### config.mk
export PLATFORM = sky130hd
export DESIGN_NAME = mdc_config
export DESIGN_NICKNAME = d
export VERILOG_FILES = /design/src/core/unused_placeholder_never.sv /design/src/shared/mdc_pkg.sv /design/src/core/mdc_config.sv
export SDC_FILE = /design/constraint.sdc
export NUM_CORES = 1
export LEC_CHECK = 0
export ABC_AREA = 1
export BUFFER_PORTS_ARGS = -buffer_cell sky130_fd_sc_hd__buf_2
export CORE_ASPECT_RATIO = 1.25
export CORE_MARGIN = 2
export CORE_UTILIZATION = 35
export CTS_CLUSTER_DIAMETER = 60
export DETAILED_ROUTE_END_ITERATION = 8
export GPL_TIMING_DRIVEN = 0
export PLACE_DENSITY = 0.57
export SETUP_SLACK_MARGIN = 0.3
export SLEW_MARGIN = 20
export SYNTH_ARGS = -nofsm -noshare
export SYNTH_HDL_FRONTEND = slang
export SYNTH_SLANG_ARGS = --single-unit
### constraint.sdc
create_clock -name aclk -period 4.1 [get_ports aclk]
set_clock_uncertainty 0.15 [all_clocks]
set_input_delay 0.41 -clock aclk [delete_from_list [all_inputs] [get_ports aclk]]
set_output_delay 0.41 -clock aclk [all_outputs]
set_load 0.005 [all_outputs]
### src/core/unused_placeholder_never.sv
`timescale 1ns/10ps
`default_nettype none
`default_nettype wire

### src/shared/mdc_pkg.sv
// Purpose: constants, field layout and carriers of the motor drive configuration block
// Assumes: 32-bit AXI4-Lite register words, 125 MHz system clock
// Notes: reserved bits are masked on write and read as zero
package mdc_pkg;

	// ****************************************
	// register map
	// ****************************************
	localparam logic [7:0] OFS_ALGO = 8'h5C;
	localparam logic [7:0] OFS_PIN = 8'h60;
	localparam logic [7:0] OFS_PWR = 8'h64;
	localparam logic [31:0] RST_ALGO = 32'h00000000;
	localparam logic [31:0] RST_PIN = 32'h00000000;
	localparam logic [31:0] RST_PWR = 32'h00000000;
	localparam logic [31:0] MASK_ALGO = 32'h000FFFFF;
	localparam logic [31:0] MASK_PIN = 32'h00080007;
	localparam logic [31:0] MASK_PWR = 32'h00007FFF;
	localparam logic [1:0] RESP_OKAY = 2'h0;
	localparam logic [1:0] RESP_SLVERR = 2'h2;

	// ****************************************
	// field positions
	// ****************************************
	localparam int ALGO_ACCEL_LSB = 16;
	localparam int ALGO_PROBE_FINE_BIT = 15;
	localparam int ALGO_QUICK_SPIN_BIT = 14;
	localparam int ALGO_STOP_LSB = 12;
	localparam int ALGO_RUN_LSB = 10;
	localparam int ALGO_LIMIT_LSB = 8;
	localparam int ALGO_BEMF_LSB = 5;
	localparam int ALGO_BRAKE_HOLD_LSB = 3;
	localparam int ALGO_DECEL_LSB = 0;
	localparam int PIN_FILTER_OFF_BIT = 19;
	localparam int PIN_BRAKE_ALIGN_BIT = 2;
	localparam int PIN_BRAKE_SRC_LSB = 0;
	localparam int PWR_DEAD_LSB = 9;
	localparam int PWR_ILIM_LSB = 4;
	localparam int PWR_ILIM_EN_BIT = 3;
	localparam int PWR_DIR_SRC_LSB = 1;
	localparam int PWR_DIR_MODE_BIT = 0;

	// ****************************************
	// override codes
	// ****************************************
	localparam logic [1:0] SRC_FORCE_ON = 2'h1;
	localparam logic [1:0] SRC_FORCE_OFF = 2'h2;
	localparam logic [1:0] DIR_FORCE_CW = 2'h1;
	localparam logic [1:0] DIR_FORCE_CCW = 2'h2;

	// ****************************************
	// timing
	// ****************************************
	localparam int CLK_PERIOD_NS = 8;
	localparam int DEAD_STEP_NS = 50;
	localparam int DEAD_CNT_W = 9;

	// ****************************************
	// carriers
	// ****************************************
	typedef struct packed {
		logic [15:0] slow_accel_dhz;
		logic rotor_probe_fine_enable;
		logic quick_spin_detect_enable;
		logic [6:0] stopped_persist_ms;
		logic [6:0] running_persist_ms;
		logic [10:0] spin_detect_limit_ms;
		logic [10:0] handoff_min_backemf_mv;
		logic [8:0] brake_low_current_hold_ms;
		logic [7:0] reverse_decel_pct;
	} mdc_algo_t;

	typedef struct packed {
		logic supply_filter_on;
		logic brake_lowside;
		logic brake_align;
		logic rotate_ccw;
		logic dir_change_stop;
		logic dir_change_reverse;
		logic current_limit_trip;
		logic [9:0] current_limit_pml;
	} mdc_ctrl_t;

endpackage

### src/core/mdc_config.sv
// Purpose: configuration registers and pin handling of a sensorless motor controller
// Assumes: AXI4-Lite slave, aclk 125 MHz, synchronous active-low aresetn
// Notes: decoded settings leave on registered struct outputs
//
// Chosen here: register access over AXI4-Lite.
`timescale 1ns/10ps
`default_nettype none

module mdc_config
	import mdc_pkg::*;
#(
	parameter int PHASES = 3
) (
	// clock and reset
	input wire logic aclk,
	input wire logic aresetn,
	// axi4-lite write address
	input wire logic awvalid,
	output logic awready,
	input wire logic [7:0] awaddr,
	// axi4-lite write data
	input wire logic wvalid,
	output logic wready,
	input wire logic [31:0] wdata,
	input wire logic [3:0] wstrb,
	// axi4-lite write response
	output logic bvalid,
	input wire logic bready,
	output logic [1:0] bresp,
	// axi4-lite read address
	input wire logic arvalid,
	output logic arready,
	input wire logic [7:0] araddr,
	// axi4-lite read data
	output logic rvalid,
	input wire logic rready,
	output logic [31:0] rdata,
	output logic [1:0] rresp,
	// external pins
	input wire logic brake_pin,
	input wire logic dir_pin,
	// pwm references and gate commands
	input wire logic [PHASES-1:0] pwm_ref,
	output logic [PHASES-1:0] gate_high,
	output logic [PHASES-1:0] gate_low,
	// bus current measurement, per mille of full scale
	input wire logic [9:0] bus_current_pml,
	// decoded settings
	output mdc_algo_t algo_cfg,
	output mdc_ctrl_t ctrl_out
);

	// ****************************************
	// lookup functions
	// ****************************************
	function automatic logic [15:0] accel_dhz(input logic [3:0] c);
		case (c)
			4'h0: accel_dhz = 16'h0001;
			4'h1: accel_dhz = 16'h000A;
			4'h2: accel_dhz = 16'h0014;
			4'h3: accel_dhz = 16'h001E;
			4'h4: accel_dhz = 16'h0032;
			4'h5: accel_dhz = 16'h0064;
			4'h6: accel_dhz = 16'h00C8;
			4'h7: accel_dhz = 16'h012C;
			4'h8: accel_dhz = 16'h0190;
			4'h9: accel_dhz = 16'h01F4;
			4'hA: accel_dhz = 16'h03E8;
			4'hB: accel_dhz = 16'h07D0;
			4'hC: accel_dhz = 16'h1388;
			4'hD: accel_dhz = 16'h1D4C;
			4'hE: accel_dhz = 16'h2710;
			default: accel_dhz = 16'h4E20;
		endcase
	endfunction

	function automatic logic [6:0] persist_ms(input logic [1:0] c);
		case (c)
			2'h0: persist_ms = 7'h01;
			2'h1: persist_ms = 7'h05;
			2'h2: persist_ms = 7'h32;
			default: persist_ms = 7'h64;
		endcase
	endfunction

	function automatic logic [10:0] limit_ms(input logic [1:0] c);
		case (c)
			2'h0: limit_ms = 11'h1F4;
			2'h1: limit_ms = 11'h2EE;
			2'h2: limit_ms = 11'h3E8;
			default: limit_ms = 11'h7D0;
		endcase
	endfunction

	function automatic logic [10:0] bemf_mv(input logic [2:0] c);
		case (c)
			3'h0: bemf_mv = 11'h000;
			3'h1: bemf_mv = 11'h032;
			3'h2: bemf_mv = 11'h064;
			3'h3: bemf_mv = 11'h0FA;
			3'h4: bemf_mv = 11'h1F4;
			3'h5: bemf_mv = 11'h3E8;
			3'h6: bemf_mv = 11'h4E2;
			default: bemf_mv = 11'h5DC;
		endcase
	endfunction

	function automatic logic [8:0] hold_ms(input logic [1:0] c);
		case (c)
			2'h0: hold_ms = 9'h032;
			2'h1: hold_ms = 9'h064;
			2'h2: hold_ms = 9'h0FA;
			default: hold_ms = 9'h1F4;
		endcase
	endfunction

	function automatic logic [7:0] decel_pct(input logic [2:0] c);
		case (c)
			3'h0: decel_pct = 8'h32;
			3'h1: decel_pct = 8'h3C;
			3'h2: decel_pct = 8'h46;
			3'h3: decel_pct = 8'h50;
			3'h4: decel_pct = 8'h5A;
			3'h5: decel_pct = 8'h64;
			3'h6: decel_pct = 8'h7D;
			default: decel_pct = 8'h96;
		endcase
	endfunction

	// per mille, so half-percent steps stay exact
	function automatic logic [9:0] ilim_pml(input logic [4:0] c);
		case (c)
			5'h00: ilim_pml = 10'h04B;
			5'h01: ilim_pml = 10'h050;
			5'h02: ilim_pml = 10'h055;
			5'h03: ilim_pml = 10'h05A;
			5'h04: ilim_pml = 10'h05F;
			5'h05: ilim_pml = 10'h064;
			5'h06: ilim_pml = 10'h06E;
			5'h07: ilim_pml = 10'h078;
			5'h08: ilim_pml = 10'h082;
			5'h09: ilim_pml = 10'h08C;
			5'h0A: ilim_pml = 10'h096;
			5'h0B: ilim_pml = 10'h0A0;
			5'h0C: ilim_pml = 10'h0AA;
			5'h0D: ilim_pml = 10'h0B4;
			5'h0E: ilim_pml = 10'h0C8;
			5'h0F: ilim_pml = 10'h0E1;
			5'h10: ilim_pml = 10'h0FA;
			5'h11: ilim_pml = 10'h113;
			5'h12: ilim_pml = 10'h12C;
			5'h13: ilim_pml = 10'h15E;
			5'h14: ilim_pml = 10'h190;
			5'h15: ilim_pml = 10'h1C2;
			5'h16: ilim_pml = 10'h1F4;
			5'h17: ilim_pml = 10'h226;
			5'h18: ilim_pml = 10'h258;
			5'h19: ilim_pml = 10'h2BC;
			5'h1A: ilim_pml = 10'h2EE;
			5'h1B: ilim_pml = 10'h320;
			5'h1C: ilim_pml = 10'h352;
			5'h1D: ilim_pml = 10'h384;
			5'h1E: ilim_pml = 10'h3B6;
			default: ilim_pml = 10'h3E8;
		endcase
	endfunction

	// least time, so round up to whole clocks
	function automatic logic [DEAD_CNT_W-1:0] dead_cycles(input logic [5:0] c);
		int ns;
		ns = int'(c) * DEAD_STEP_NS;
		dead_cycles = DEAD_CNT_W'((ns + CLK_PERIOD_NS - 1) / CLK_PERIOD_NS);
	endfunction

	function automatic logic [31:0] merge(input logic [31:0] old, input logic [31:0] nw,
		input logic [3:0] be, input logic [31:0] mask);
		logic [31:0] m;
		m = {{8{be[3]}}, {8{be[2]}}, {8{be[1]}}, {8{be[0]}}};
		merge = ((old & ~m) | (nw & m)) & mask;
	endfunction

	// ****************************************
	// register bus
	// ****************************************
	logic [31:0] algo_ff, pin_ff, pwr_ff;
	logic aw_got_ff, w_got_ff;
	logic [7:0] waddr_ff;
	logic [31:0] wdata_ff;
	logic [3:0] wstrb_ff;
	logic do_write;

	assign awready = ~aw_got_ff & ~bvalid;
	assign wready = ~w_got_ff & ~bvalid;
	assign arready = ~rvalid;
	assign do_write = aw_got_ff & w_got_ff & ~bvalid;

	always_ff @(posedge aclk) begin
		if (!aresetn) begin
			aw_got_ff <= 1'b0;
			waddr_ff <= 8'h00;
		end else if (awvalid && awready) begin
			aw_got_ff <= 1'b1;
			waddr_ff <= awaddr;
		end else if (do_write) begin
			aw_got_ff <= 1'b0;
		end
	end

	always_ff @(posedge aclk) begin
		if (!aresetn) begin
			w_got_ff <= 1'b0;
			wdata_ff <= 32'h00000000;
			wstrb_ff <= 4'h0;
		end else if (wvalid && wready) begin
			w_got_ff <= 1'b1;
			wdata_ff <= wdata;
			wstrb_ff <= wstrb;
		end else if (do_write) begin
			w_got_ff <= 1'b0;
		end
	end

	// reserved bits never store, so they read back zero
	always_ff @(posedge aclk) begin
		if (!aresetn) begin
			algo_ff <= RST_ALGO;
			pin_ff <= RST_PIN;
			pwr_ff <= RST_PWR;
		end else if (do_write) begin
			case (waddr_ff)
				OFS_ALGO: algo_ff <= merge(algo_ff, wdata_ff, wstrb_ff, MASK_ALGO);
				OFS_PIN: pin_ff <= merge(pin_ff, wdata_ff, wstrb_ff, MASK_PIN);
				OFS_PWR: pwr_ff <= merge(pwr_ff, wdata_ff, wstrb_ff, MASK_PWR);
				default: ;
			endcase
		end
	end

	always_ff @(posedge aclk) begin
		if (!aresetn) begin
			bvalid <= 1'b0;
			bresp <= RESP_OKAY;
		end else if (do_write) begin
			bvalid <= 1'b1;
			bresp <= (waddr_ff == OFS_ALGO || waddr_ff == OFS_PIN || waddr_ff == OFS_PWR) ?
				RESP_OKAY : RESP_SLVERR;
		end else if (bready) begin
			bvalid <= 1'b0;
		end
	end

	always_ff @(posedge aclk) begin
		if (!aresetn) begin
			rvalid <= 1'b0;
			rdata <= 32'h00000000;
			rresp <= RESP_OKAY;
		end else if (arvalid && arready) begin
			rvalid <= 1'b1;
			rresp <= RESP_OKAY;
			case (araddr)
				OFS_ALGO: rdata <= algo_ff;
				OFS_PIN: rdata <= pin_ff;
				OFS_PWR: rdata <= pwr_ff;
				default: begin
					rdata <= 32'h00000000;
					rresp <= RESP_SLVERR;
				end
			endcase
		end else if (rready) begin
			rvalid <= 1'b0;
		end
	end

	// ****************************************
	// algorithm settings
	// ****************************************
	always_ff @(posedge aclk) begin
		if (!aresetn) begin
			algo_cfg <= '0;
		end else begin
			algo_cfg.slow_accel_dhz <= accel_dhz(algo_ff[ALGO_ACCEL_LSB +: 4]);
			algo_cfg.rotor_probe_fine_enable <= algo_ff[ALGO_PROBE_FINE_BIT];
			algo_cfg.quick_spin_detect_enable <= algo_ff[ALGO_QUICK_SPIN_BIT];
			algo_cfg.stopped_persist_ms <= persist_ms(algo_ff[ALGO_STOP_LSB +: 2]);
			algo_cfg.running_persist_ms <= persist_ms(algo_ff[ALGO_RUN_LSB +: 2]);
			algo_cfg.spin_detect_limit_ms <= limit_ms(algo_ff[ALGO_LIMIT_LSB +: 2]);
			algo_cfg.handoff_min_backemf_mv <= bemf_mv(algo_ff[ALGO_BEMF_LSB +: 3]);
			algo_cfg.brake_low_current_hold_ms <= hold_ms(algo_ff[ALGO_BRAKE_HOLD_LSB +: 2]);
			algo_cfg.reverse_decel_pct <= decel_pct(algo_ff[ALGO_DECEL_LSB +: 3]);
		end
	end

	// ****************************************
	// pin synchronisers
	// ****************************************
	logic [1:0] brake_sync_ff, dir_sync_ff;

	always_ff @(posedge aclk) begin
		if (!aresetn) begin
			brake_sync_ff <= 2'h0;
			dir_sync_ff <= 2'h0;
		end else begin
			brake_sync_ff <= {brake_sync_ff[0], brake_pin};
			dir_sync_ff <= {dir_sync_ff[0], dir_pin};
		end
	end

	// ****************************************
	// brake, direction and current limit
	// ****************************************
	logic brake_req, nxt_ccw, ccw_ff;
	logic [1:0] brake_src, dir_src;

	assign brake_src = pin_ff[PIN_BRAKE_SRC_LSB +: 2];
	assign dir_src = pwr_ff[PWR_DIR_SRC_LSB +: 2];
	assign brake_req = (brake_src == SRC_FORCE_ON) ? 1'b1 :
		(brake_src == SRC_FORCE_OFF) ? 1'b0 : brake_sync_ff[1];
	assign nxt_ccw = (dir_src == DIR_FORCE_CCW) ? 1'b1 :
		(dir_src == DIR_FORCE_CW) ? 1'b0 : dir_sync_ff[1];

	// a flip of the effective direction, pin or override, is one change event
	always_ff @(posedge aclk) begin
		if (!aresetn) begin
			ccw_ff <= 1'b0;
			ctrl_out <= '0;
		end else begin
			ccw_ff <= nxt_ccw;
			ctrl_out.supply_filter_on <= ~pin_ff[PIN_FILTER_OFF_BIT];
			ctrl_out.brake_lowside <= brake_req & ~pin_ff[PIN_BRAKE_ALIGN_BIT];
			ctrl_out.brake_align <= brake_req & pin_ff[PIN_BRAKE_ALIGN_BIT];
			ctrl_out.rotate_ccw <= nxt_ccw;
			ctrl_out.dir_change_stop <= (nxt_ccw != ccw_ff) & ~pwr_ff[PWR_DIR_MODE_BIT];
			ctrl_out.dir_change_reverse <= (nxt_ccw != ccw_ff) & pwr_ff[PWR_DIR_MODE_BIT];
			ctrl_out.current_limit_pml <= ilim_pml(pwr_ff[PWR_ILIM_LSB +: 5]);
			ctrl_out.current_limit_trip <= pwr_ff[PWR_ILIM_EN_BIT] &
				(bus_current_pml >= ilim_pml(pwr_ff[PWR_ILIM_LSB +: 5]));
		end
	end

	// ****************************************
	// dead-time insertion
	// ****************************************
	// on every edge of a phase reference both switches stay off for the dead time,
	// so an edge inside the dead time restarts it rather than shortening it
	logic [PHASES-1:0] side_ff;
	logic [DEAD_CNT_W-1:0] dead_ff [PHASES];
	logic [DEAD_CNT_W-1:0] dead_len;

	assign dead_len = dead_cycles(pwr_ff[PWR_DEAD_LSB +: 6]);

	always_ff @(posedge aclk) begin
		if (!aresetn) begin
			side_ff <= '0;
			gate_high <= '0;
			gate_low <= '0;
			for (int p = 0; p < PHASES; p++) begin
				dead_ff[p] <= '0;
			end
		end else begin
			for (int p = 0; p < PHASES; p++) begin
				if (pwm_ref[p] != side_ff[p]) begin
					side_ff[p] <= pwm_ref[p];
					dead_ff[p] <= dead_len;
					gate_high[p] <= 1'b0;
					gate_low[p] <= 1'b0;
				end else if (dead_ff[p] > DEAD_CNT_W'(1)) begin
					dead_ff[p] <= dead_ff[p] - DEAD_CNT_W'(1);
					gate_high[p] <= 1'b0;
					gate_low[p] <= 1'b0;
				end else begin
					dead_ff[p] <= '0;
					gate_high[p] <= side_ff[p];
					gate_low[p] <= ~side_ff[p];
				end
			end
		end
	end

endmodule // mdc_config

`default_nettype wire

== Word level (Yosys, flattened, before mapping) ==
Memories as Yosys holds them, arrays and structs flattened. A register that Yosys moved wholly into a read port is not among the register bits.
Cells that the tools add are included.
Word-level totals
  output and inout port bits: 135
  RAM bits: 27
  memories kept: 4
  latch bits: 0
  word-level logic and storage cells: 218
  flip-flop bits (word level): 201
  bits in read-only memories: 880
  input bits: 74
Operators by class
  multipliers: 1
  order comparisons: 4
  add/subtract/negate cells: 6
  divide/modulo/power cells: 0
  shifts and indexed selects: 0
  bitwise gates (word level): 38
  equal/unequal tests: 34
  reductions and logical operators: 25
  muxes and demuxes: 66
Memories
  (no name shown): words 32, width 10, rd ports 1, clocked after Yosys merged registers in 1, wr ports 0, line mdc_config.sv:132  | case (c)
  (no name shown): words 32, width 10, rd ports 1, clocked after Yosys merged registers in 1, wr ports 0, line mdc_config.sv:132
  (no name shown): words 16, width 15, rd ports 1, clocked after Yosys merged registers in 1, wr ports 0, line mdc_config.sv:57  | case (c)
  dead_ff: words 3, width 9, rd ports 3, clocked after Yosys merged registers in 0, wr ports 3, line mdc_config.sv:346  | logic [DEAD_CNT_W-1:0] dead_ff [PHASES];
Operators by type and width (number)
  two-way mux 9 bit: 9
  case mux 11 bit (7 select lines): 1
  AND 20 bit: 3
  case mux 20 bit (3 select lines): 1
  case mux 8 bit (7 select lines): 1
  == test 8 x 7 -> 1 bit (second input constant): 6
  two-way mux 1 bit: 45
  case mux 7 bit (3 select lines): 2
  bitwise OR 20 bit: 2
  case mux 11 bit (3 select lines): 1
  > comparator 9 x 1 -> 1 bit (second input constant): 3
  case mux 9 bit (3 select lines): 1
  subtractor 9 x 1 -> 9 bit (second input constant): 3
  NOT 20 bit: 1
  == test 3 bit (second input constant): 6
  AND 15 bit: 1
  bitwise OR 15 bit: 1
  OR reduction 3 bit: 5
  subtractor 13 x 1 -> 14 bit (second input constant): 1
  adder 12 x 4 -> 13 bit (second input constant): 1
  == test 2 x 1 -> 1 bit (second input constant): 6
  == test 2 bit (second input constant): 6
  == test 3 x 2 -> 1 bit (second input constant): 4
  multiplier 6 x 5 -> 11 bit (second input constant): 1
  other kinds (17): 63

== Longest topological paths before layout ==
Gate-level depths: netlist of the first run.
  depth in word-level cells: 9
  depth in mapped cells: 17
  mapped depth without buffers: 17

== Least setup slack after synthesis of the first run ==
No wires, ideal clock.
  path type: register -> register
  start point: reg with a tool-made name
  end point: mem dead_ff[0][6], data pin
  data arrival time: 2670 ps
  period minus slack after synthesis: 3076 ps
  data required time: 3694 ps
  stages on the path, launching flop included: 16
  buffers on the path: 0
  library setup time: 256 ps
  slack: 1024 ps
  cell sequence: dfxtp_1 -> inv_1 -> ha_1 -> inv_1 -> ha_1 -> ha_1 -> inv_1 -> fa_1 -> nor2_1 -> nand3_1 -> nor2_1 -> nand3_1 -> xnor2_1 -> nand2_1 -> o211ai_1 -> inv_1
RTL lines (line)
  end: declaration: mdc_config.sv:346

==> impl.org, run 1 <==
** STA
- Static timing analysis puts the maximum clock frequency at 286.9 MHz.
- Max_slew headroom :: about 35%
- The final critical path takes up 85.01% of the cycle.
- Actual slew at the worst max-slew pin :: between 0.9 and 1 ns
- Setup repair after global routing left no endpoint under its margin.
- Summed over all failing endpoints, the final setup total negative slack is 0 ns.
- The number of max-slew violations in the final report was 0.
- Worst hold margin :: approximately 0.015 ns
- Final count of hold timing violations :: 0
- Setup violations remaining at the end of the flow were counted as 0.
- Final worst path period need :: about 3.5 ns

** CTS
- The clock passes through at most 3 buffers.
- Depth of the CTS H-tree :: 1
- Clock-pin slew on the worst setup and hold paths :: 0.06 ns
- Clock buffers created by TritonCTS :: 25
- Number of setup buffers added after CTS :: 0
- Number of clock sinks :: 224
- For the worst-skew pair, the clock arrives at the later sink with an insertion delay of around 0.55 ns.
- CTS root buffer :: sky130_fd_sc_hd__clkbuf_16
- TritonCTS built the clock tree.

** Logic synthesis
- The most common cell in the synthesized netlist is sky130_fd_sc_hd__nand2_1.
- Synth unique cells :: 53
- Post-synthesis sequential area ratio :: around 44%
- During synthesis, Yosys emitted a total of 0 warnings.
- In the synthesized netlist, the cells that appear most often are sky130_fd_sc_hd__nand2_1 (258), sky130_fd_sc_hd__dfxtp_1 (197), sky130_fd_sc_hd__inv_1 (164), sky130_fd_sc_hd__nor2_1 (158), sky130_fd_sc_hd__o21ai_0 (116).
- The synthesized design spends more area on one cell type than any other, namely sky130_fd_sc_hd__dfxtp_1.
- After synthesis, the mean cell area works out to between 7 and 8 µm².
- For this run, the leading register cell type out of synthesis is sky130_fd_sc_hd__dfxtp_1.
- Count of flip-flops with a built-in enable after synthesis :: 27
- Leading post-synthesis cells by cell area :: sky130_fd_sc_hd__dfxtp_1 (37%), sky130_fd_sc_hd__nand2_1 (9.0%), sky130_fd_sc_hd__ha_1 (7.5%), sky130_fd_sc_hd__edfxtp_1 (7.5%), sky130_fd_sc_hd__inv_1 (5.7%)
- Post-Syn Instances :: about 1,400
- For this run, asynchronously set or reset flops after synthesis account for 0%.
- Share of the synthesized area in the top cell type :: between 30% and 40%
- Post-synthesis sequential element count :: about 220
- The mapped netlist covers 0.01080 mm².

** Pwr
- Cell-internal power :: 0.003835 W
- The clock network accounts for between 40% and 50% of the total power.
- Of the total power, the share spent switching nets is roughly a quarter.
- Per report_power, the combinational group accounts for under 10% of the total.
- Leakage power :: 6.504 nW
- Sequential share of power :: 46.1%
- Power Density :: around 380 mW/mm²
- Worst voltage drop across the vdd grid :: between 200 and 300 µV
- For this design the total switching power over the nets is about 0.0012 W.

** Setup path
- For this run, the slowest stage of the critical path takes 0.51 ns.
- Cell with the largest stage delay on the worst path :: sky130_fd_sc_hd__fa_1
- Crit path capture type :: register
- Startpoint type of the worst setup path :: register
- The setup check on the worst reg-to-reg path leaves a slack of 0.61 ns.
- Critical path's top delay family :: adder cells
- Counting both buffers and inverters, the worst setup path holds a total of 4.
- Traced cell by cell, the critical path runs through inv_1, ha_1, inv_1, ha_1, ha_1, inv_1, fa_1, nor2_1, nand3_1, nor2_1, nand3_1, nor2_1, nand2_1, nand2_1, nand3_1, nand2_1, inv_1.
- STA puts the critical path data required time at 4.26 ns.
- Type of the setup path with the least slack :: reg2reg
- Endpoint arrival time on the critical path :: 3.65 ns
- Maximum fanout count along the critical path :: 4
- Worst path most repeated cell :: sky130_fd_sc_hd__inv_1

** Global route
- Number of antenna violations at the first check in global routing :: 1
- The total overflow left after global routing is 0.
- Entering global routing, the biggest net connects 15 pins.
- Global-route usage over all layers :: between 10% and 20%
- Via count of the first global-routing pass :: roughly 9,600
- Wire length of the first global-routing pass :: 50,160 µm

** Die
- The floorplan step set the die width to around 160 µm.
- Initial core utilization :: between 30% and 40%
- From bottom edge to top edge, the die measures around 200 µm.
- During I/O placement, the number of pins put on the boundary was ~210.
- The region available for standard cell placement spans 0.03020 mm².
- Cell row count :: between 70 and 80
- Die ar. :: between 0.03 and 0.04 mm²

** Layout
- Area grow syn2layout :: 24.84%
- The finished layout holds 2,081 standard cells, fillers aside.
- Cells with a size suffix above 1 make up approximately 18% of the layout.
- In the final design database the tool counted roughly 1,800 nets.

** Route
- Via total after detailed routing :: roughly 9,900
- Once detail routing completed, the nets flagged for antenna violations numbered 0.
- In the routed layout, each cell is associated on average with a via count of roughly 4.7.
- Final Routed Wirelength :: around 32,000 µm
- The detailed router finished its first iteration with roughly 560 violations.
- Number of detailed-routing iterations run before antenna repair :: 5
- Residual DRC count :: 0
- DR WL/cell :: between 15 and 20 µm

** Placement
- Cells after DPL :: approximately 2,000
- Routability congestion estimate from global placement :: between 0.9 and 1
- Number of buffers inserted by port buffering :: roughly 180
- Post-detailed-placement half-perimeter wirelength :: approximately 24,000 µm

** Min path
- Worst hold path type :: in2reg

** Run status
- The flow ran to the end, and the final reports show no timing, DRC or antenna violations.

** Run
- The tool flagged a number of max-cap violations equal to 0.
[placed cells by master, fill, tap and decap left out, types with 28 or more instances in the layout]
cell and count:
sky130_fd_sc_hd__nand3_1 69, sky130_fd_sc_hd__ha_1 65, sky130_fd_sc_hd__inv_1 164, sky130_fd_sc_hd__o21ai_0 116, sky130_fd_sc_hd__buf_4 28, sky130_fd_sc_hd__conb_1 47
sky130_fd_sc_hd__nor2_1 158, sky130_fd_sc_hd__a21oi_1 103, sky130_fd_sc_hd__nand2_1 258, sky130_fd_sc_hd__dfxtp_1 197, sky130_fd_sc_hd__buf_2 187
[power groups by stage]
stage | logic (W) | registers (W) | clock network [W]
after floorplan | 0.000235 | 0.00237 | 0
final | 0.000394 | 0.00233 | 0.00234
after detailed placement | 0.000371 | 0.00238 | 0
after CTS | 0.000394 | 0.00233 | 0.00239
after global routing | 0.000443 | 0.00234 | 0.00248
after global placement | 0.000368 | 0.00238 | 0
[cell families after synthesis]
family | after synthesis | synth area share (%)
AND/OR/NAND/NOR | 551 | 22.35
XOR/XNOR | 29 | 2.351
other | 2 | 0.06951
flip-flops | 224 | 44.01
AO/OA/AOI/OAI | 271 | 13.53
buffers and inverters | 243 | 9.983
adder cells (fa/ha/maj) | 66 | 7.713
[area by class of cell]
class,instances,area [µm²]
Fill cell,3154,16720
Multi-Input combinational cell,964,5147
Sequential cell,224,4755
Timing Repair Buffer,202,1146
Clock buffer,27,643.1
Inverter,170,638.1
Tap cell,401,501.7
Buffer,73,440.4
Clock inverter,19,214.0
Antenna cell,1,2.502
[layer usage]
| metal | GRT usage [%] | vias to the layer above | wire (µm) |
|---|---|---|---|
| met2 | 35.67 | 266 | 16230 |
| met5 | 0 | - | 0 |
| met3 | 2.665 | 53 | 1824 |
| li1 | - | 5000 | - |
| met1 | 23.41 | 4560 | 13300 |
| met4 | 7.302 | 0 | 978 |
[stage by stage]
step / setup WS, ns / util (%) / total power [W] / area (µm²)
5_1_grt: 0.3204 / 44.66 / 0.005261 / 13490
3_3_place_gp: 0.6167 / 40.89 / 0.002747 / 12350
6_report: 0.6144 / 44.66 / 0.005067 / 13490
2_1_floorplan: 1.024 / - / 0.002606 / 10970
3_5_place_dp: 0.5699 / 40.89 / 0.002752 / 12350
4_1_cts: 0.5459 / 44.62 / 0.005121 / 13480
[worst paths after layout]
path | start | endpoint | cells past startpoint
max | register | dead_ff[0][8] | 17
max reg2reg | register | dead_ff[0][8] | 17
min reg2reg | dir_sync_ff[0] | dir_sync_ff[1] | 2
min | bready | bvalid | 4
[worst reg2reg max path, delay by kind of cell, from the launching register on]
kind	cells	cell delay (ns)
AND/OR/NAND/NOR	9	1.12
adder cells (fa/ha/maj)	4	1.40
flip-flops	1	0.36
buffers and inverters	4	0.24
[what timing repair did]
action,in CTS,in global routing
setup endpoints to repair,0,1
hold endpoints to repair,26,0
gates resized for setup,0,1
hold buffers,27,0
Power figures use the tool's default switching activity.
==> run 2, diff against run 1 <==
--- a/config.mk
+++ b/config.mk
@@ -19,3 +19,4 @@
 export SYNTH_ARGS = -nofsm -noshare
 export SYNTH_HDL_FRONTEND = slang
 export SYNTH_SLANG_ARGS = --single-unit
+export TNS_END_PERCENT = 20
==> constraint.sdc (replaced) <==
create_clock -name aclk -period 4.1 [get_ports aclk]
set_clock_uncertainty 0.15 [all_clocks]
set_input_delay 0.82 -clock aclk [delete_from_list [all_inputs] [get_ports aclk]]
set_output_delay 0.82 -clock aclk [all_outputs]
set_load 0.005 [all_outputs]
==> run 2 against run 1 <==
Clock-buffer cell count is the same. Sequential cell count is the same. Fmax is essentially flat. First-iteration DRC count grew 4.0%. Cell area shrank 2.0%. Global-route usage shrank 0.11 points. Cell count shrank 1.2%. Highest routed layer unchanged.
==> impl.org, run 2 (same netlist as run 1, synthesis figures left out) <==
** Run status
- Result of the run: finished, final reports clean (unchanged).

** Die
- The die area was 0.03230 mm² (unchanged).
- The count of pins on the block boundary is 209 (unchanged).
- The starting density of the core was 35.77% (unchanged).
- Height of the chip :: 200.4 µm (unchanged)
- The core outline area was 0.03020 mm² (unchanged).
- The die extent in x is 161.1 µm (unchanged).
- Cell row count :: 71 (unchanged)

** Pwr
- The worst ir drop on vdd is 273.1 µV (was 272.6 µV).
- The leakage power summed over all cells came to 6.390 nW (was 6.504 nW).
- Power Density :: 381.6 mW/mm² (was 375.6 mW/mm²)

** Placement
- The estimated wirelength of the detail-placed design came to 24,480 µm (unchanged).
- The weighted congestion at the end of routability-driven global placement came to 0.9016 (unchanged).
- The count of input and output buffers was 175 (unchanged).
- Cells after DPL :: 2,007 (unchanged)

** Route
- Per-cell via count in the routed design :: 4.768 (was 4.747)
- The number of nets still failing antenna checks after routing came to 0 (unchanged).
- The total DRC errors in the routed layout is 0 (unchanged).
- The number of DRC violations after detailed-routing iteration 0 came to 578 (was 556).
- The mean routed wirelength per cell came to 15.62 µm (was 15.53 µm).
- The detailed-routing iteration count for the pre-antenna-repair pass was 5 (unchanged).
- Via total after detailed routing :: 9,798 (was 9,879)
- The final wirelength is 32,110 µm (was 32,330 µm).

** CTS
- TritonCTS clock tree :: yes (unchanged)
- Later-pin clock latency in the skew report :: 0.55 ns (about the same)
- Number of clock sinks :: 224 (unchanged)
- The number of buffers created by CTS came to 25 (unchanged).
- The count of instances resized after the clock tree is built was 0 (unchanged).
- Count of hold buffers inserted by post-cts repair :: 0 (was 27)
- Number of setup buffers added after CTS :: 0 (unchanged)
- Depth of the CTS H-tree :: 1 (unchanged)
- The buffer depth of the longest clock path came to 3 (unchanged).
- CTS root buffer :: sky130_fd_sc_hd__clkbuf_16 (unchanged)
- The clock transition at the registers of the reported paths was 0.06 ns (about the same).

** Layout
- Share of final-layout standard cells stronger than drive strength 1 :: 18.22% (was 17.93%)
- The area growth from synthesis to layout is 22.36% (was 24.84%).
- Most frequent cells in the layout: sky130_fd_sc_hd__nand2_1 (258), sky130_fd_sc_hd__dfxtp_1 (197), sky130_fd_sc_hd__buf_2 (187) (unchanged).
- The final-stage net count was 1,773 (was 1,800).
- Most common cell after layout, fill and taps aside :: sky130_fd_sc_hd__nand2_1 (unchanged)
- Fin cells :: 2,055 (was 2,081)

** STA
- The number of max-slew violations in the final report is 0 (unchanged).
- The smallest hold slack came to 0.2631 ns (was 0.01508 ns).
- The normalized max-slew margin was 36.31% (was 34.63%).
- Final setup TNS :: 0 ns (unchanged)
- Max Clk Rate :: 287.0 MHz (was 286.9 MHz)
- The final-report hold violation count is 0 (unchanged).
- RSZ-0062 raised after global routing: no (unchanged).
- Period Utilization, post-route :: 84.98% (was 85.01%)
- The number of setup violations in the final report was 0 (unchanged).
- The clock period minus final worst setup slack came to 3.484 ns (was 3.486 ns).
- The slew at the pin closest to its max-slew limit was 0.9554 ns (was 0.9805 ns).

** Min path
- The startpoint of the most critical hold path is dir_sync_ff[0] (was bready).
- The worst hold path endpoint is dir_sync_ff[1] (was bvalid).
- Worst hold path type :: reg2reg (was in2reg)
- Number of cells traversed by the worst hold path :: 2 (was 4)

** Setup path
- The startpoint kind of the worst setup timing path is a register (unchanged).
- Endpoint arrival time on the critical path :: 3.64 ns (was 3.65 ns)
- The required time of the critical path is 4.26 ns (about the same).
- Type of the setup path with the least slack :: reg2reg (unchanged)
- The end of the worst register-to-register path was dead_ff[0][8] (unchanged).
- Cell-by-cell trace of the critical path: inv_1, ha_1, inv_1, ha_1, ha_1, inv_1, fa_1, nor2_1, nand3_1, nor2_1, nand3_1, nor2_1, nand2_1, nand2_1, nand3_1, nand2_1, inv_1 (unchanged).
- The critical path's slowest cell was sky130_fd_sc_hd__fa_1 (unchanged).
- The most numerous cell on the critical path was sky130_fd_sc_hd__inv_1 (unchanged).
- The endpoint class of the critical path is a register (unchanged).
- Worst R2R Setup Slack :: 0.62 ns (was 0.61 ns)
- Number of cells traversed by the worst register-to-register path :: 17 (unchanged)
- The critical path's largest stage delay came to 0.51 ns (about the same).
- The highest net fanout along the worst path is 4 (unchanged).

** Global route
- Global-route usage over all layers :: 19.52% (was 19.64%)
- Wire length of the first global-routing pass :: 49,820 µm (was 50,160 µm)
- Via count of the first global-routing pass :: 9,466 (was 9,562)
- Remaining Overflow, GRT :: 0 (unchanged)
- The largest net degree at the start of global routing came to 15 (unchanged).
- The initial antenna violation count came to 2 (was 1).

** Run
- Count of max-cap constraint violations :: 0 (unchanged)
[run 2: cell types whose count changed in the layout (fill, tap and decap cells not counted), sizes merged]
cell,previous run,this run
dlygate4sd3,27,0
diode,1,2
[run 2: per-layer routing]
metal	share of wire (%)	global-route usage (%)	wire, µm	vias up
met4	2.8	7.270	907	0
met1	41	23.41	13180	4526
li1	-	-	-	4942
met3	5.7	2.665	1842	47
met5	0	0	0	-
met2	50	35.29	16180	283
[run 2: critical path, delay by kind of cell (launching register included)]
kind | cells | cell delay, ns
adder cells (fa/ha/maj) | 4 | 1.40
buffers and inverters | 4 | 0.24
AND/OR/NAND/NOR | 9 | 1.11
flip-flops | 1 | 0.36
[run 2: worst max path at each step]
stage	start	end	slack, ns	cells past startpoint
2_1_floorplan	register	dead_ff[0][6]	1.02	15
3_3_place_gp	register	dead_ff[1][6]	0.62	15
3_5_place_dp	register	dead_ff[1][6]	0.57	15
4_1_cts	register	dead_ff[1][6]	0.55	15
5_1_grt	register	dead_ff[1][8]	0.32	17
6_report	register	dead_ff[0][8]	0.62	17
[run 2: cell type report]
cell class              instances  area [µm²]
fillers                      3173       16980
clock inverters                19       214.0
repair buffers                175       875.8
plain buffers                  73       440.4
multi-input cells             964        5147
flip-flops and latches        224        4755
inverters                     170       638.1
diodes                          2       5.005
clock buffers                  27       643.1
well taps                     401       501.7
[run 2: metrics by stage]
step | utilization [%] | area, µm² | total power, W | setup slack, ns
after floorplan | - | 10970 | 0.002606 | 1.024
after global placement | 40.89 | 12350 | 0.002747 | 0.6167
after detailed placement | 40.89 | 12350 | 0.002752 | 0.5699
after CTS | 43.73 | 13210 | 0.005100 | 0.5459
after global routing | 43.77 | 13220 | 0.005239 | 0.3204
final | 43.77 | 13220 | 0.005045 | 0.6156
[run 2: report_power, final]
group | switching (W) | internal (W) | total [W]
Combinational | 0.000239 | 0.000134 | 0.000373
Clock | 0.000945 | 0.00139 | 0.00234
Sequential | 0.0000442 | 0.00229 | 0.00233
Total | 0.00123 | 0.00382 | 0.00505
==> run 3, diff against run 2 <==
==> constraint.sdc (replaced) <==
create_clock -name aclk -period 3.35 [get_ports aclk]
set_clock_uncertainty 0.15 [all_clocks]
set_input_delay 0.67 -clock aclk [delete_from_list [all_inputs] [get_ports aclk]]
set_output_delay 0.67 -clock aclk [all_outputs]
set_load 0.005 [all_outputs]
==> run 3 against run 2 <==
Cell area increased by 2.4%. Die area unchanged. Register-to-register slack got worse by 0.44 ns. First-iteration DRC count decreased by 6.4%. Global-route usage increased by 0.12 points. Clock power increased by 26%. Critical path depth decreased by 1. Via count increased by 0.84%. Wire length increased by 2.2%. Setup slack got worse by 0.44 ns. Critical path type unchanged. Highest routed layer unchanged.
==> impl.org, run 3 (same netlist as run 1, synthesis figures left out) <==
** Run status
- Result of the run :: finished, final reports clean (unchanged)

** CTS
- Clock Path Buffers :: 3 (unchanged)
- The total clock sinks was 224 (unchanged).
- Count of hold buffers inserted by post-cts repair :: 0 (unchanged)
- The insertion delay to the later sink of the worst-skew pair was 0.57 ns (was 0.55 ns).
- Clock-pin slew on the worst setup and hold paths :: 0.06 ns (about the same)
- The TritonCTS clock tree is yes (unchanged).
- The number of buffers created by CTS was 26 (was 25).
- Depth of the CTS H-tree :: 1 (unchanged)
- The master cell of the clock root buffer was sky130_fd_sc_hd__clkbuf_16 (unchanged).

** Layout
- The layout filler cell count came to 3,159 (was 3,173).
- The antenna cell count is 0 (was 2).
- Share of final-layout standard cells stronger than drive strength 1 :: 21.24% (was 18.22%)
- The most common cell after layout, fill and taps aside is sky130_fd_sc_hd__nand2_1 (unchanged).
- The final-stage net count was 1,783 (was 1,773).
- Most frequent cells in the layout :: sky130_fd_sc_hd__nand2_1 (253), sky130_fd_sc_hd__dfxtp_1 (191), sky130_fd_sc_hd__buf_2 (187) (was sky130_fd_sc_hd__nand2_1 (258), sky130_fd_sc_hd__dfxtp_1 (197), sky130_fd_sc_hd__buf_2 (187))
- Fin cells :: 2,063 (was 2,055)
- The area growth from synthesis to layout was 25.30% (was 22.36%).

** Die
- The number of standard-cell rows in the floorplan is 71 (unchanged).
- Die X :: 161.1 µm (unchanged)
- The core outline area was 0.03020 mm² (unchanged).
- The die area was 0.03230 mm² (unchanged).
- Height of the chip :: 200.4 µm (unchanged)
- Boundary pin count :: 209 (unchanged)
- Initial core utilization :: 35.77% (unchanged)

** STA
- Max Clk Rate :: 314.9 MHz (was 287.0 MHz)
- RSZ-0062 raised after global routing :: yes (was no)
- The total negative slack for setup checks was 0 ns (unchanged).
- The slew at the pin closest to its max-slew limit is 0.9344 ns (was 0.9554 ns).
- Final count of hold timing violations :: 0 (unchanged)
- The worst setup slack after layout is 0.1746 ns (was 0.6156 ns).
- Number of setup violations in the final report :: 0 (unchanged)
- The smallest hold slack was 0.1260 ns (was 0.2631 ns).
- Period Utilization, post-route :: 94.79% (was 84.98%)
- Final worst path period need :: 3.175 ns (was 3.484 ns)
- The normalized max-slew margin came to 37.71% (was 36.31%).
- Final-report max-slew violation count :: 0 (unchanged)

** Route
- The mean number of vias per cell is 4.789 (was 4.768).
- The number of nets still failing antenna checks after routing is 0 (unchanged).
- DR WL/cell :: 15.91 µm (was 15.62 µm)
- The routed via count is 9,880 (was 9,798).
- The total DRC errors in the routed layout is 0 (unchanged).
- Number of design-rule violations left by the first detailed-router iteration :: 541 (was 578)
- Number of detailed-routing iterations run before antenna repair :: 5 (unchanged)
- Final Routed Wirelength :: 32,820 µm (was 32,110 µm)

** Global route
- Number of antenna violations at the first check in global routing :: 0 (was 2)
- Via count of the first global-routing pass :: 9,505 (was 9,466)
- The largest net degree at the start of global routing came to 15 (unchanged).
- The total overflow reported by the global router was 0 (unchanged).
- Global-route usage over all layers :: 19.64% (was 19.52%)
- Wire length of the first global-routing pass :: 50,180 µm (was 49,820 µm)

** Min path
- Worst hold path type :: in2reg (was reg2reg)

** Pwr
- The ratio of total power to cell area was 461.9 mW/mm² (was 381.6 mW/mm²).
- Leakage power :: 6.472 nW (was 6.390 nW)
- Worst voltage drop across the vdd grid :: 349.5 µV (was 273.1 µV)

** Setup path
- Maximum fanout count along the critical path :: 3 (was 4)
- Startpoint type of the worst setup path :: register (unchanged)
- Crit path capture type :: register (unchanged)
- Endpoint arrival time on the critical path :: 3.33 ns (was 3.64 ns)
- Type of the setup path with the least slack :: reg2reg (unchanged)
- The required time of the critical path is 3.51 ns (was 4.26 ns).

** Placement
- The count of input and output buffers is 175 (unchanged).
- Cells after DPL :: 2,007 (unchanged)
- Post-detailed-placement half-perimeter wirelength :: 24,600 µm (was 24,480 µm)
- Post-Place Worst Slack :: -0.1306 ns (was 0.5699 ns)
- Routability congestion estimate from global placement :: 0.8860 (was 0.9016)

** Run
- Count of max-cap constraint violations :: 0 (unchanged)
==> run 3: per-layer routing <==
layer	up-vias	share of wire (%)	track usage, %
li1	4950	-	-
met3	76	5.0	2.893
met5	-	0	0
met1	4558	42	23.25
met2	296	49	35.04
met4	0	4.0	8.673
==> run 3: metrics by stage <==
stage,instance area (µm²),total power (W),util [%]
final,13540,0.006253,44.82
after global routing,13540,0.006495,44.82
after CTS,13420,0.006311,44.42
after detailed placement,12350,0.003368,40.89
after global placement,12350,0.003363,40.89
after floorplan,10970,0.003189,-
==> run 3: worst max-delay path: stages, from the launching register on <==
cell                      delay (ns)
sky130_fd_sc_hd__dfxtp_2        0.32
sky130_fd_sc_hd__buf_4          0.14
sky130_fd_sc_hd__ha_2           0.20
sky130_fd_sc_hd__ha_4           0.25
sky130_fd_sc_hd__ha_4           0.27
sky130_fd_sc_hd__inv_2          0.04
sky130_fd_sc_hd__fa_2           0.48
sky130_fd_sc_hd__nor2_2         0.12
sky130_fd_sc_hd__nand3_1        0.10
sky130_fd_sc_hd__nor2_1         0.18
sky130_fd_sc_hd__nand3_2        0.17
sky130_fd_sc_hd__nor2_2         0.13
sky130_fd_sc_hd__nand2_1        0.07
sky130_fd_sc_hd__nand2_2        0.09
sky130_fd_sc_hd__nand3_2        0.09
sky130_fd_sc_hd__nand2_1        0.08
sky130_fd_sc_hd__inv_1          0.04
==> run 3: where the power goes <==
part | internal (W) | switching [W] | total, W
registers | 0.00280 | 0.0000534 | 0.00286
logic | 0.000165 | 0.000293 | 0.000458
clock network | 0.00176 | 0.00118 | 0.00294
==> run 3: layout make-up <==
class / count / area (µm²) / share of cell area, %
clock buffer: 39 / 810.8 / 5.989
multi-input combinational: 964 / 5333 / 39.39
inverter: 170 / 640.6 / 4.732
buffer: 73 / 440.4 / 3.253
timing repair buffer: 184 / 943.4 / 6.969
sequential: 224 / 4767 / 35.21
tap: 401 / 501.7 / 3.706
clock inverter: 8 / 101.3 / 0.7486
==> run 3: worst paths after layout <==
kind,from,to,slack [ns],cells past startpoint
hold / removal,aresetn,algo_cfg[35],0.13,1
hold reg to reg,dir_sync_ff[0],dir_sync_ff[1],0.27,2
setup / recovery,register,dead_ff[1][8],0.17,16
setup reg to reg,register,dead_ff[1][8],0.17,16
==> run 3: repair_timing <==
action | in CTS | in global routing
resized for setup | 20 | 26
setup buffers | 7 | 2
pin swaps | 9 | 15
setup endpoints to repair | 12 | 15
